File: src/hdl/init_seq_pkg.sv
// shared constants for the post-reset init sequencer and the configuration space
package init_seq_pkg;
  localparam int ADDR_W = 8;
  localparam int DATA_W = 32;
  localparam int CLK_PERIOD_NS = 40;
  // boot code run time and program cache mode change time
  localparam int BOOT_TIME_NS = 2000;
  localparam int BOOT_CYCLES = (BOOT_TIME_NS + CLK_PERIOD_NS - 1) / CLK_PERIOD_NS;
  localparam int PCACHE_CHG_NS = 400;
  localparam int PCACHE_CHG_CYCLES = (PCACHE_CHG_NS + CLK_PERIOD_NS - 1) / CLK_PERIOD_NS;
  // register byte offsets
  localparam logic [7:0] OFS_BOOT_STATUS = 8'h00;
  localparam logic [7:0] OFS_CLK_CTRL = 8'h04;
  localparam logic [7:0] OFS_ETH_RESET = 8'h08;
  localparam logic [7:0] OFS_PIN_SEL0 = 8'h0c;
  localparam logic [7:0] OFS_PIN_SEL1 = 8'h10;
  localparam logic [7:0] OFS_IO_PWDN = 8'h14;
  localparam logic [7:0] OFS_HOST_PORT = 8'h18;
  localparam logic [7:0] OFS_TIMER = 8'h1c;
  localparam logic [7:0] OFS_DMA_TC_CFG = 8'h20;
  localparam logic [7:0] OFS_PWR_ENABLE = 8'h24;
  localparam logic [7:0] OFS_ACTIVITY = 8'h28;
  localparam logic [7:0] OFS_MST_PRI0 = 8'h2c;
  localparam logic [7:0] OFS_MST_PRI1 = 8'h30;
  localparam logic [7:0] OFS_DMA_QUE_PRI = 8'h34;
  localparam logic [7:0] OFS_CORE_ARB = 8'h38;
  localparam logic [7:0] OFS_PCACHE_CFG = 8'h3c;
  localparam logic [7:0] OFS_DCACHE_CFG = 8'h40;
  localparam logic [7:0] OFS_L2_CFG = 8'h44;
  localparam logic [7:0] OFS_MEM_BURST = 8'h48;
  localparam logic [7:0] OFS_BOOT_ADDR = 8'h4c;
  localparam int NUM_REGS = 20;
  // reset values
  localparam logic [31:0] RST_CLK_CTRL = 32'h0000_0001;
  localparam logic [31:0] RST_IO_PWDN = 32'h0000_ffff;
  localparam logic [31:0] RST_ZERO = 32'h0000_0000;
  // fields
  localparam int PCACHE_MODE_LSB = 0;
  localparam int OLD_COUNT_LSB = 0;
  localparam logic [7:0] OLD_COUNT_REC = 8'h20;
  localparam logic [31:0] BOOT_DEFAULT_ADDR = 32'h0010_0000;
  localparam logic [3:0] BOOT_DIRECT_MODE = 4'h4;
  localparam logic [1:0] RESP_OKAY = 2'h0;
  localparam logic [1:0] RESP_SLVERR = 2'h2;
  typedef enum logic [1:0] {OP_WR, OP_RD, OP_POLL} op_e;
endpackage : init_seq_pkg

File: src/hdl/cfg_link_if.sv
// register link between the init sequencer and the configuration space
`timescale 1ns/1ns
interface cfg_link_if;
  logic awvalid;
  logic awready;
  logic [7:0] awaddr;
  logic wvalid;
  logic wready;
  logic [31:0] wdata;
  logic [3:0] wstrb;
  logic bvalid;
  logic bready;
  logic [1:0] bresp;
  logic arvalid;
  logic arready;
  logic [7:0] araddr;
  logic rvalid;
  logic rready;
  logic [31:0] rdata;
  logic [1:0] rresp;
  modport master (
    output awvalid, awaddr, wvalid, wdata, wstrb, bready, arvalid, araddr, rready,
    input awready, wready, bvalid, bresp, arready, rvalid, rdata, rresp
  );
  modport slave (
    input awvalid, awaddr, wvalid, wdata, wstrb, bready, arvalid, araddr, rready,
    output awready, wready, bvalid, bresp, arready, rvalid, rdata, rresp
  );
endinterface : cfg_link_if

File: src/hdl/cfg_space_dev.sv
// configuration register space of the device, slave end of the link
`timescale 1ns/1ns
module cfg_space_dev #(
  parameter logic [31:0] DIRECT_BOOT_ADDR = 32'h0200_0000 // arbitrary value
) (
  // clock and reset
  input wire logic aclk,
  input wire logic aresetn,
  // link
  cfg_link_if.slave link,
  // straps and peripheral activity
  input wire logic [3:0] boot_select,
  input wire logic quick_boot_select,
  input wire logic [7:0] periph_active,
  // configuration outputs
  output logic boot_done,
  output logic [31:0] clk_setting,
  output logic eth_in_reset,
  output logic [31:0] pin_function_select_0,
  output logic [31:0] pin_function_select_1,
  output logic [31:0] io_power_down_control,
  output logic [31:0] host_port_control,
  output logic [31:0] timer_control,
  output logic [31:0] dma_transfer_ctrl_config,
  output logic [31:0] power_enable,
  output logic [31:0] master_priority_0,
  output logic [31:0] master_priority_1,
  output logic [31:0] dma_queue_priority,
  output logic [31:0] core_dma_arb_priority,
  output logic [4:0] program_cache_kb,
  output logic pcache_busy,
  output logic [31:0] mem_burst_priority,
  output logic [31:0] core_boot_address
);
  localparam int N = init_seq_pkg::NUM_REGS;

  logic [31:0] regs_reg [0:N-1];
  logic [31:0] regs_next [0:N-1];
  logic aw_hold_reg, aw_hold_next, w_hold_reg, w_hold_next, ar_hold_reg, ar_hold_next;
  logic [7:0] aw_addr_reg, aw_addr_next, ar_addr_reg, ar_addr_next;
  logic [31:0] w_data_reg, w_data_next;
  logic [3:0] w_strb_reg, w_strb_next;
  logic bvalid_reg, bvalid_next, rvalid_reg, rvalid_next;
  logic [1:0] bresp_reg, bresp_next, rresp_reg, rresp_next;
  logic [31:0] rdata_reg, rdata_next;
  logic [7:0] chg_cnt_reg, chg_cnt_next;
  logic [7:0] boot_cnt_reg, boot_cnt_next;
  logic [3:0] strap_reg, strap_next;
  logic quick_reg, quick_next, strap_taken_reg, strap_taken_next;

  function automatic logic [31:0] reset_value(input int idx);
    if (idx == int'(init_seq_pkg::OFS_CLK_CTRL[6:2])) return init_seq_pkg::RST_CLK_CTRL;
    if (idx == int'(init_seq_pkg::OFS_IO_PWDN[6:2])) return init_seq_pkg::RST_IO_PWDN;
    return init_seq_pkg::RST_ZERO;
  endfunction : reset_value

  function automatic logic mapped(input logic [7:0] a);
    return (a[1:0] == 2'h0) && (a[7] == 1'b0) && (int'(a[6:2]) < N);
  endfunction : mapped

  function automatic logic writable(input logic [7:0] a);
    return mapped(a) && (a != init_seq_pkg::OFS_BOOT_STATUS) && (a != init_seq_pkg::OFS_ACTIVITY);
  endfunction : writable

  assign link.awready = !aw_hold_reg && !bvalid_reg;
  assign link.wready = !w_hold_reg && !bvalid_reg;
  assign link.arready = !ar_hold_reg && !rvalid_reg;
  assign link.bvalid = bvalid_reg;
  assign link.bresp = bresp_reg;
  assign link.rvalid = rvalid_reg;
  assign link.rdata = rdata_reg;
  assign link.rresp = rresp_reg;

  always_comb begin
    logic [4:0] idx;
    logic [31:0] merged;
    idx = aw_addr_reg[6:2];
    merged = regs_reg[idx];
    for (int i = 0; i < N; i++) begin
      regs_next[i] = regs_reg[i];
    end
    aw_hold_next = aw_hold_reg;
    aw_addr_next = aw_addr_reg;
    w_hold_next = w_hold_reg;
    w_data_next = w_data_reg;
    w_strb_next = w_strb_reg;
    ar_hold_next = ar_hold_reg;
    ar_addr_next = ar_addr_reg;
    bvalid_next = bvalid_reg;
    bresp_next = bresp_reg;
    rvalid_next = rvalid_reg;
    rresp_next = rresp_reg;
    rdata_next = rdata_reg;
    chg_cnt_next = (chg_cnt_reg != 8'h00) ? chg_cnt_reg - 8'h01 : chg_cnt_reg;
    boot_cnt_next = (boot_cnt_reg != 8'h00) ? boot_cnt_reg - 8'h01 : boot_cnt_reg;
    strap_next = strap_reg;
    quick_next = quick_reg;
    strap_taken_next = 1'b1;
    // straps are caught on the first edge after reset release
    if (!strap_taken_reg) begin
      strap_next = boot_select;
      quick_next = quick_boot_select;
    end
    // address and data are taken in either order
    if (link.awvalid && link.awready) begin
      aw_hold_next = 1'b1;
      aw_addr_next = link.awaddr;
    end
    if (link.wvalid && link.wready) begin
      w_hold_next = 1'b1;
      w_data_next = link.wdata;
      w_strb_next = link.wstrb;
    end
    if (link.arvalid && link.arready) begin
      ar_hold_next = 1'b1;
      ar_addr_next = link.araddr;
    end
    // master priorities are taken whatever the power enable state
    if (aw_hold_reg && w_hold_reg && !bvalid_reg) begin
      aw_hold_next = 1'b0;
      w_hold_next = 1'b0;
      bvalid_next = 1'b1;
      bresp_next = init_seq_pkg::RESP_SLVERR;
      if (writable(aw_addr_reg)) begin
        for (int b = 0; b < 4; b++) begin
          if (w_strb_reg[b]) merged[b*8 +: 8] = w_data_reg[b*8 +: 8];
        end
        regs_next[idx] = merged;
        bresp_next = init_seq_pkg::RESP_OKAY;
        if (aw_addr_reg == init_seq_pkg::OFS_PCACHE_CFG) begin
          chg_cnt_next = 8'(init_seq_pkg::PCACHE_CHG_CYCLES);
        end
      end
    end
    if (bvalid_reg && link.bready) bvalid_next = 1'b0;
    // a read of the program cache config waits for the mode change
    if (ar_hold_reg && !rvalid_reg &&
        !(ar_addr_reg == init_seq_pkg::OFS_PCACHE_CFG && chg_cnt_reg != 8'h00)) begin
      ar_hold_next = 1'b0;
      rvalid_next = 1'b1;
      rresp_next = mapped(ar_addr_reg) ? init_seq_pkg::RESP_OKAY : init_seq_pkg::RESP_SLVERR;
      if (!mapped(ar_addr_reg)) rdata_next = 32'h0000_0000;
      else if (ar_addr_reg == init_seq_pkg::OFS_BOOT_STATUS) rdata_next = {31'h0, boot_done};
      else if (ar_addr_reg == init_seq_pkg::OFS_ACTIVITY) rdata_next = {24'h0, periph_active};
      else if (ar_addr_reg == init_seq_pkg::OFS_BOOT_ADDR) rdata_next = core_boot_address;
      else rdata_next = regs_reg[ar_addr_reg[6:2]];
    end
    if (rvalid_reg && link.rready) rvalid_next = 1'b0;
  end

  always_ff @(posedge aclk) begin
    if (!aresetn) begin
      // all cache modes come out of boot at zero, memory acts as RAM
      for (int i = 0; i < N; i++) begin
        regs_reg[i] <= reset_value(i);
      end
      aw_hold_reg <= 1'b0;
      aw_addr_reg <= 8'h00;
      w_hold_reg <= 1'b0;
      w_data_reg <= 32'h0000_0000;
      w_strb_reg <= 4'h0;
      ar_hold_reg <= 1'b0;
      ar_addr_reg <= 8'h00;
      bvalid_reg <= 1'b0;
      bresp_reg <= 2'h0;
      rvalid_reg <= 1'b0;
      rresp_reg <= 2'h0;
      rdata_reg <= 32'h0000_0000;
      chg_cnt_reg <= 8'h00;
      boot_cnt_reg <= 8'(init_seq_pkg::BOOT_CYCLES);
      strap_reg <= 4'h0;
      quick_reg <= 1'b0;
      strap_taken_reg <= 1'b0;
    end else begin
      for (int i = 0; i < N; i++) begin
        regs_reg[i] <= regs_next[i];
      end
      aw_hold_reg <= aw_hold_next;
      aw_addr_reg <= aw_addr_next;
      w_hold_reg <= w_hold_next;
      w_data_reg <= w_data_next;
      w_strb_reg <= w_strb_next;
      ar_hold_reg <= ar_hold_next;
      ar_addr_reg <= ar_addr_next;
      bvalid_reg <= bvalid_next;
      bresp_reg <= bresp_next;
      rvalid_reg <= rvalid_next;
      rresp_reg <= rresp_next;
      rdata_reg <= rdata_next;
      chg_cnt_reg <= chg_cnt_next;
      boot_cnt_reg <= boot_cnt_next;
      strap_reg <= strap_next;
      quick_reg <= quick_next;
      strap_taken_reg <= strap_taken_next;
    end
  end

  assign boot_done = (boot_cnt_reg == 8'h00);
  assign pcache_busy = (chg_cnt_reg != 8'h00);
  assign clk_setting = regs_reg[init_seq_pkg::OFS_CLK_CTRL[6:2]];
  assign eth_in_reset = regs_reg[init_seq_pkg::OFS_ETH_RESET[6:2]][0];
  assign pin_function_select_0 = regs_reg[init_seq_pkg::OFS_PIN_SEL0[6:2]];
  assign pin_function_select_1 = regs_reg[init_seq_pkg::OFS_PIN_SEL1[6:2]];
  assign io_power_down_control = regs_reg[init_seq_pkg::OFS_IO_PWDN[6:2]];
  assign host_port_control = regs_reg[init_seq_pkg::OFS_HOST_PORT[6:2]];
  assign timer_control = regs_reg[init_seq_pkg::OFS_TIMER[6:2]];
  assign dma_transfer_ctrl_config = regs_reg[init_seq_pkg::OFS_DMA_TC_CFG[6:2]];
  assign power_enable = regs_reg[init_seq_pkg::OFS_PWR_ENABLE[6:2]];
  assign master_priority_0 = regs_reg[init_seq_pkg::OFS_MST_PRI0[6:2]];
  assign master_priority_1 = regs_reg[init_seq_pkg::OFS_MST_PRI1[6:2]];
  assign dma_queue_priority = regs_reg[init_seq_pkg::OFS_DMA_QUE_PRI[6:2]];
  assign core_dma_arb_priority = regs_reg[init_seq_pkg::OFS_CORE_ARB[6:2]];
  assign mem_burst_priority = regs_reg[init_seq_pkg::OFS_MEM_BURST[6:2]];
  // mode 0 off, 1/2/3 give 4/8/16 kB
  always_comb begin
    unique case (regs_reg[init_seq_pkg::OFS_PCACHE_CFG[6:2]][init_seq_pkg::PCACHE_MODE_LSB +: 2])
      2'h0: program_cache_kb = 5'h00;
      2'h1: program_cache_kb = 5'h04;
      2'h2: program_cache_kb = 5'h08;
      2'h3: program_cache_kb = 5'h10;
    endcase
  end
  // direct boot without quick boot keeps its own start address
  assign core_boot_address = (strap_reg == init_seq_pkg::BOOT_DIRECT_MODE && !quick_reg) ?
                             DIRECT_BOOT_ADDR : init_seq_pkg::BOOT_DEFAULT_ADDR;
endmodule : cfg_space_dev

File: src/flat_wrapper.sv
// flat-port wrapper written by rule: the top's interface ports become plain ports
module cfg_space_dev_flat 
#(
  parameter logic [31:0] DIRECT_BOOT_ADDR = 32'h0200_0000                   
)
  (aclk, aresetn, boot_select, quick_boot_select, periph_active, boot_done, clk_setting, eth_in_reset, pin_function_select_0, pin_function_select_1, io_power_down_control, host_port_control, timer_control, dma_transfer_ctrl_config, power_enable, master_priority_0, master_priority_1, dma_queue_priority, core_dma_arb_priority, program_cache_kb, pcache_busy, mem_burst_priority, core_boot_address, link_awvalid, link_awaddr, link_wvalid, link_wdata, link_wstrb, link_bready, link_arvalid, link_araddr, link_rready, link_awready, link_wready, link_bvalid, link_bresp, link_arready, link_rvalid, link_rdata, link_rresp);
  cfg_link_if link_i ();
  input wire logic aclk;
  input wire logic aresetn;
  input wire logic [3:0] boot_select;
  input wire logic quick_boot_select;
  input wire logic [7:0] periph_active;
  output logic boot_done;
  output logic [31:0] clk_setting;
  output logic eth_in_reset;
  output logic [31:0] pin_function_select_0;
  output logic [31:0] pin_function_select_1;
  output logic [31:0] io_power_down_control;
  output logic [31:0] host_port_control;
  output logic [31:0] timer_control;
  output logic [31:0] dma_transfer_ctrl_config;
  output logic [31:0] power_enable;
  output logic [31:0] master_priority_0;
  output logic [31:0] master_priority_1;
  output logic [31:0] dma_queue_priority;
  output logic [31:0] core_dma_arb_priority;
  output logic [4:0] program_cache_kb;
  output logic pcache_busy;
  output logic [31:0] mem_burst_priority;
  output logic [31:0] core_boot_address;
  input wire logic [$bits(link_i.awvalid)-1:0] link_awvalid;
  input wire logic [$bits(link_i.awaddr)-1:0] link_awaddr;
  input wire logic [$bits(link_i.wvalid)-1:0] link_wvalid;
  input wire logic [$bits(link_i.wdata)-1:0] link_wdata;
  input wire logic [$bits(link_i.wstrb)-1:0] link_wstrb;
  input wire logic [$bits(link_i.bready)-1:0] link_bready;
  input wire logic [$bits(link_i.arvalid)-1:0] link_arvalid;
  input wire logic [$bits(link_i.araddr)-1:0] link_araddr;
  input wire logic [$bits(link_i.rready)-1:0] link_rready;
  output wire logic [$bits(link_i.awready)-1:0] link_awready;
  output wire logic [$bits(link_i.wready)-1:0] link_wready;
  output wire logic [$bits(link_i.bvalid)-1:0] link_bvalid;
  output wire logic [$bits(link_i.bresp)-1:0] link_bresp;
  output wire logic [$bits(link_i.arready)-1:0] link_arready;
  output wire logic [$bits(link_i.rvalid)-1:0] link_rvalid;
  output wire logic [$bits(link_i.rdata)-1:0] link_rdata;
  output wire logic [$bits(link_i.rresp)-1:0] link_rresp;
  assign link_i.awvalid = link_awvalid;
  assign link_i.awaddr = link_awaddr;
  assign link_i.wvalid = link_wvalid;
  assign link_i.wdata = link_wdata;
  assign link_i.wstrb = link_wstrb;
  assign link_i.bready = link_bready;
  assign link_i.arvalid = link_arvalid;
  assign link_i.araddr = link_araddr;
  assign link_i.rready = link_rready;
  assign link_awready = link_i.awready;
  assign link_wready = link_i.wready;
  assign link_bvalid = link_i.bvalid;
  assign link_bresp = link_i.bresp;
  assign link_arready = link_i.arready;
  assign link_rvalid = link_i.rvalid;
  assign link_rdata = link_i.rdata;
  assign link_rresp = link_i.rresp;
  cfg_space_dev #(.DIRECT_BOOT_ADDR(DIRECT_BOOT_ADDR)) u_core (.aclk(aclk), .aresetn(aresetn), .link(link_i), .boot_select(boot_select), .quick_boot_select(quick_boot_select), .periph_active(periph_active), .boot_done(boot_done), .clk_setting(clk_setting), .eth_in_reset(eth_in_reset), .pin_function_select_0(pin_function_select_0), .pin_function_select_1(pin_function_select_1), .io_power_down_control(io_power_down_control), .host_port_control(host_port_control), .timer_control(timer_control), .dma_transfer_ctrl_config(dma_transfer_ctrl_config), .power_enable(power_enable), .master_priority_0(master_priority_0), .master_priority_1(master_priority_1), .dma_queue_priority(dma_queue_priority), .core_dma_arb_priority(core_dma_arb_priority), .program_cache_kb(program_cache_kb), .pcache_busy(pcache_busy), .mem_burst_priority(mem_burst_priority), .core_boot_address(core_boot_address));
endmodule
File: config.mk
export PLATFORM = sky130hd
export DESIGN_NAME = cfg_space_dev_flat
export DESIGN_NICKNAME = d
export VERILOG_FILES = /design/src/hdl/init_seq_pkg.sv /design/src/hdl/cfg_link_if.sv /design/src/hdl/cfg_space_dev.sv /design/src/flat_wrapper.sv
export SDC_FILE = /design/constraint.sdc
export NUM_CORES = 2
export LEC_CHECK = 0
export ABC_AREA = 1
export BUFFER_PORTS_ARGS = -buffer_cell sky130_fd_sc_hd__buf_2
export CAP_MARGIN = 5
export CORE_MARGIN = 2
export CORE_UTILIZATION = 50
export DETAILED_ROUTE_END_ITERATION = 8
export HOLD_SLACK_MARGIN = 0.03
export PLACE_DENSITY_LB_ADDON = 0.2
export SYNTH_ARGS = -nofsm -noshare
export SYNTH_HDL_FRONTEND = slang
export SYNTH_SLANG_ARGS = --single-unit
export TNS_END_PERCENT = 20
File: constraint.sdc
create_clock -name aclk -period 2.4 [get_ports aclk]
set_input_delay 0.36 -clock aclk [delete_from_list [all_inputs] [get_ports aclk]]
set_output_delay 0.36 -clock aclk [all_outputs]
set_load 0.01 [all_outputs]
== Yosys cells after proc, flatten, opt, wreduce, memory -nomap -nowiden ==
Memories as Yosys holds them, arrays and structs flattened. A register that Yosys moved wholly into a read port is not among the register bits.
Index checks and enable logic that the tools add are counted.

* Register bits after elaboration: 115
* Latch bits: 0
* RAM bits: 640
* Memory bits (read-only): 0
* Input port bits: 72
* Output and inout port bits: 497
* Memories kept: 1

* Add/subtract/negate cells: 2
* Multipliers: 0
* Div/mod/pow operators: 0
* Order comparisons: 4
* Eq/ne operators: 9
* Shift operators: 0
* Muxes and demuxes: 60
* Bitwise logic cells: 24
* Reductions and logical operators: 40

{| class="wikitable"
|+ Memory list
! name !! depth !! width !! rd ports !! clocked after memory_dff !! write ports !! line !! source
|-
| u_core.regs_reg || 20 || 32 || 22 || 2 || 20 || cfg_space_dev.sv:37 || <nowiki>logic [31:0] regs_reg [0:N-1];</nowiki>
|}

{| class="wikitable"
|+ Operators by type and width
! operator !! number
|-
| 640-bit 2-to-1 mux || 2
|-
| 32-bit 2-to-1 mux || 27
|-
| 640-bit bitwise mux || 1
|-
| 32-bit demux with 5-bit select || 1
|-
| 8-bit 2-to-1 mux || 16
|-
| 26-bit 2-to-1 mux || 1
|-
| 8-bit by 6-bit == test with 1-bit output (second input constant) || 3
|-
| 8-bit nonzero test || 3
|-
| 1-bit logical AND || 21
|-
| 5-bit 2-to-1 mux || 4
|-
| 1-bit OR || 20
|-
| 5-bit one-hot mux with 4 select lines || 1
|-
| 8-bit zero test || 2
|-
| 16-bit 2-to-1 mux || 1
|-
| 8-bit by 1-bit subtractor with 8-bit output (second input constant) || 2
|-
| 5-bit less-than comparator (second input constant) || 2
|-
| 8-bit by 7-bit == test with 1-bit output (second input constant) || 1
|-
| 8-bit by 6-bit inequality test with 1-bit output (second input constant) || 1
|-
| 2-bit OR reduction || 4
|-
| 1-bit zero test || 7
|-
| 6-bit >= comparator (second input constant) || 1
|-
| 2-bit zero test || 3
|-
| 6-bit by 1-bit less-than comparator with 1-bit output (second input constant) || 1
|-
| 5-bit inverter with 6-bit output || 1
|-
| other kinds (6) || 13
|}

== Longest topological paths before layout ==
* Depth in word-level cells: 11
* Depth in mapped cells: 14
* Mapped depth without buffers: 12

== Least setup slack after synthesis ==
Ideal clock, no wire load.

* Path kind: flip-flop to flip-flop
* Start: reg u_core.chg_cnt_reg[0]
* End: reg u_core.rdata_reg[18], in the netlist u_core.link.rdata[18]
* Setup time: 59 ps
* Arrival time: 1,807 ps
* Data required time: 2,341 ps
* Path slack: 534 ps
* Cell stages (with the launch flop): 14
* Path buffers: 1
* Period minus slack after synthesis: 1,866 ps
* Cells stage by stage: dfxtp_1 -> inv_1 -> ha_1 -> nand2_1 -> nor2_1 -> nand4_1 -> nand2_1 -> nand2_1 -> inv_1 -> nand2_1 -> nor2_1 -> buf_2 -> nand3b_1 -> nand2_1

* Longest elaborated chain between the ends: 4

{| class="wikitable"
|+ RTL lines
! element !! line !! source
|-
| start, declared || cfg_space_dev.sv:46 || <nowiki>logic [7:0] chg_cnt_reg, chg_cnt_next;</nowiki>
|-
| start signal, assigned || cfg_space_dev.sv:190 || <nowiki>chg_cnt_reg <= chg_cnt_next;</nowiki>
|-
| 8-bit nonzero test || - ||
|-
| via pcache_busy || flat_wrapper.sv:28 || <nowiki>output logic pcache_busy;</nowiki>
|-
| 1-bit logical AND || cfg_space_dev.sv:138 || <nowiki>!(ar_addr_reg == init_seq_pkg::OFS_PCACHE_CFG && chg_cnt_reg != 8'h00)) begin</nowiki>
|-
| 1-bit zero test || cfg_space_dev.sv:138 ||
|-
| 1-bit logical AND || cfg_space_dev.sv:137 || <nowiki>if (ar_hold_reg && !rvalid_reg &&</nowiki>
|-
| end signal, assigned || cfg_space_dev.sv:189 || <nowiki>rdata_reg <= rdata_next;</nowiki>
|-
| end, declared || cfg_space_dev.sv:45 || <nowiki>logic [31:0] rdata_reg, rdata_next;</nowiki>
|}

The timed path passes the listed nets, and every way through them passes these cells.
A chain may end at the register's enable or synchronous reset.

==> results by group <==
Status
  • Status: finished, final reports clean

Synth
  • Post-Syn Instances: 7155
  • Sequential cell area fraction in the yosys report: 0.351
  • Synth Register Bits: 763
  • Syn Area/Cell: slightly above 6 um2
  • Mapped Area: 43600 um2
  • Synth unique cells: 35
  • Synth warn: 0

Drt
  • DRC viols: 0
  • DRT Pass-1 Iters: 7
  • Max Used Layer: met4
  • Detail Route met2 WL: 76.3 mm
  • Final ANT Viol Nets: 0
  • WL met1: 74.5 mm
  • WL/cell: about 22 um
  • Metal3 WL: 30.4 mm
  • Vias: 50.3k
  • First DRT Iteration DRCs: about 7k
  • Drt via density: 5.71
  • Final wirelength: ~190 mm

Power
  • Maximum VDD drop: 0.558 mV
  • Pwr dens: 683 nW/um2
  • P_leak: 27.1 nW

Final layout
  • Share of cells above drive strength 1: 0.138
  • Area grow syn2layout: 20.3%
  • Largest register FFs: 640
  • Design area: roughly 52000 um2
  • Antenna cells: 0
  • Util after Layout: 0.605
  • Layout net count: ~7.7k
  • Final Non-Filler Cells: just under 9k

Setup path
  • Crit path max fanout: 43
  • Worst reg-to-reg path cell count: 13
  • R2R Path End: u_core.regs_reg[15][23]
  • Worst R2R Setup Slack: 0.08 ns
  • Critical Path Start Type: register
  • CP endpoint kind: register
  • Critical Path RT: 2.94 ns
  • Crit path kind: reg -> reg
  • Arrival @ worst endpoint: 2.86 ns

Place
  • Place WS: -0.00203 ns
  • PortBufs: roughly 530
  • Detail Placement HPWL: 133 mm
  • Routability cong.: 1.01
  • Cell total after placement: 8599
  • DP Area: around 49000 um2

Hold path
  • Hold Path Stages: 3
  • Hold path startpoint: link_wstrb[1]
  • Hold EP: u_core.w_strb_reg[1]
  • Hold crit path type: in -> reg

Global routing
  • Vias in the first global route: 44.6k
  • Tot GR Track Use: 0.405
  • GR Overflow Total: 0
  • Largest net degree at the start of global routing: 85
  • First-pass GRT wire length: between 200 and 300 mm
  • Initial antenna violation count: 0

Clocking
  • CTS root buf: clkbuf_16
  • Setup Fix Bufs, Post-CTS: 0
  • Num Clock Sinks: approximately 760
  • TritonCTS Buffers: 88
  • Clock latency on the worst-skew pair: 0.65 ns
  • Reg clk slew, reported paths: 0.06 ns
  • H-tree levels: 3
  • CTS tree: built
  • Clock buffer depth: 3

STA
  • Least-Margin Pin Slew: 1.02 ns
  • Final setup fails: 0
  • TNS Setup: 0 ns
  • Final setup margin: around 0.083 ns
  • Clock Skews: 0.0213 ns
  • Slew headroom: 0.319
  • Final period util: 0.965
  • Final Hold Viols: 0
  • Pins over their slew limit: 0
  • RSZ-0062 raised after global routing: yes
  • Fin crit period: 2.32 ns
  • Fmax: 0.432 GHz

Floorplan
  • Core area: around 87000 um2
  • DIE HEIGHT: 299 um
  • Ports: between 500 and 600
  • Chip width: 299 um
  • Initial Utilization: 0.503
  • Row count: 108
  • Die ar.: 89500 um2

Job
  • Number of max-cap violations: 0
[metal layers]
| layer | GRT usage | vias up |
|---|---|---|
| met5 | 0 | - |
| met4 | 0.161 | 0 |
| li1 | - | 23459 |
| met2 | 0.574 | 3626 |
| met3 | 0.128 | 409 |
| met1 | 0.566 | 22823 |
[worst max path at each step]
stage,to,from,slack [ns],depth (start not counted)
global placement,u_core.regs_reg[5][28],u_core.link.bvalid,0.12,11
global route,pcache_busy,u_core.chg_cnt_reg[0],-0.02,7
finish,u_core.regs_reg[15][23],register,0.08,13
CTS,pcache_busy,u_core.chg_cnt_reg[0],0.07,7
floorplan,u_core.link.rdata[18],u_core.chg_cnt_reg[0],0.53,13
detailed placement,u_core.regs_reg[7][26],u_core.link.bvalid,-0.002,11
[area by class of cell]
class	count	area [um2]
clock buffer	128	2570
sequential	763	15300
fill	8448	34200
multi-input combinational	4578	21100
timing repair buffer	881	6860
clock inverter	31	309
inverter	1277	4820
tap	1155	1450
[power breakdown]
part	leakage (nW)	internal, W	switching, W
Combinational	19.5	0.00283	0.00607
Clock	1.41	0.00796	0.00581
Sequential	6.17	0.0129	0.000226
[repair_timing]
action                                 in CTS  in global routing
endpoints found under the hold margin      53                  0
setup endpoints to repair                   1                230
hold buffers                               54                  0
gates cloned                                0                  1
gates resized for setup                     1                  7
[synth_stat cells]
master    count  share of area
a21oi_1     846          0.097
a22oi_1       1        0.00017
a31oi_1       1        0.00014
and2_1        1        0.00014
buf_1        67         0.0058
buf_2       159          0.018
buf_4        58          0.010
buf_6         1        0.00026
clkbuf_1    285          0.025
clkinv_1      4        0.00034
conb_1        1       0.000086
dfxtp_1     763           0.35
ha_1          3        0.00086
inv_1      1265           0.11
inv_2         8        0.00069
nand2_1    1567           0.13
nand2_2      30         0.0043
nand3_1    1390           0.16
nand3b_1     22         0.0038
nand4_1       8         0.0011
nor2_1      182          0.016
nor2_2        3        0.00043
nor2_4        1        0.00026
nor3_1        6        0.00069
nor3_2        1        0.00023
nor4_1        2        0.00029
o211ai_1     17         0.0029
o21a_1       57         0.0098
o21ai_0     374          0.043
o21ai_1       3        0.00034
o21bai_1      1        0.00017
o31ai_1       1        0.00017
or2_2        22         0.0032
xnor2_1       2        0.00040
xor2_1        3        0.00060
[cells in the final DEF, fill, tap and decap left out, drive strengths merged]
cell         Yosys  routed
xnor2            2       2
nand2         1597    1597
nor4             2       2
nand4            8       8
clkinvlp         0       4
dlygate4sd3      0      54
bufinv           0       5
a31oi            1       1
or2             22      22
xor2             3       3
buf            285     826
o21bai           1       1
o211ai          17      17
nand3b          22      22
and2             1       1
o21ai          377     377
o31ai            1       1
nor2           186     186
nand3         1390    1390
a22oi            1       1
clkbuf         285     129
clkinv           4      23
conb             1      34
ha               3       3
o21a            57      57
dfxtp          763     763
inv           1273    1276
a21oi          846     846
nor3             7       7
[stage by stage]
stage                     hold WS (ns)  total power (W)
final                           0.0443           0.0358
after detailed placement         0.416           0.0218
after floorplan                  0.388           0.0181
after global routing            0.0874           0.0368
after global placement           0.414           0.0217
after CTS                       0.0336           0.0354
[logic make-up (layout without fill, tap and decap cells)]
group,after synthesis,count (layout),share of synthesized area
AO/OA/AOI/OAI,1301,1301,0.154
flip-flops,763,763,0.351
buffers and inverters,1847,2317,0.169
XOR/XNOR,5,5,0.00101
other,1,34,0.0000861
adder cells (fa/ha/maj),3,3,0.000862
AND/OR/NAND/NOR,3235,3235,0.325
[worst max-delay path: stages, from the launching register on]
cell and delay [ns]:
dfxtp_4 0.40, inv_8 0.10, buf_12 0.27, buf_16 0.23, nand2_1 0.08, nand3_1 0.09, nand3_1 0.21, nand3_1 0.14
nand3_1 0.12, nand2_2 0.13, buf_4 0.19, nand3_1 0.09, nand2_1 0.08, inv_1 0.04
Power figures use the tool's default switching activity.
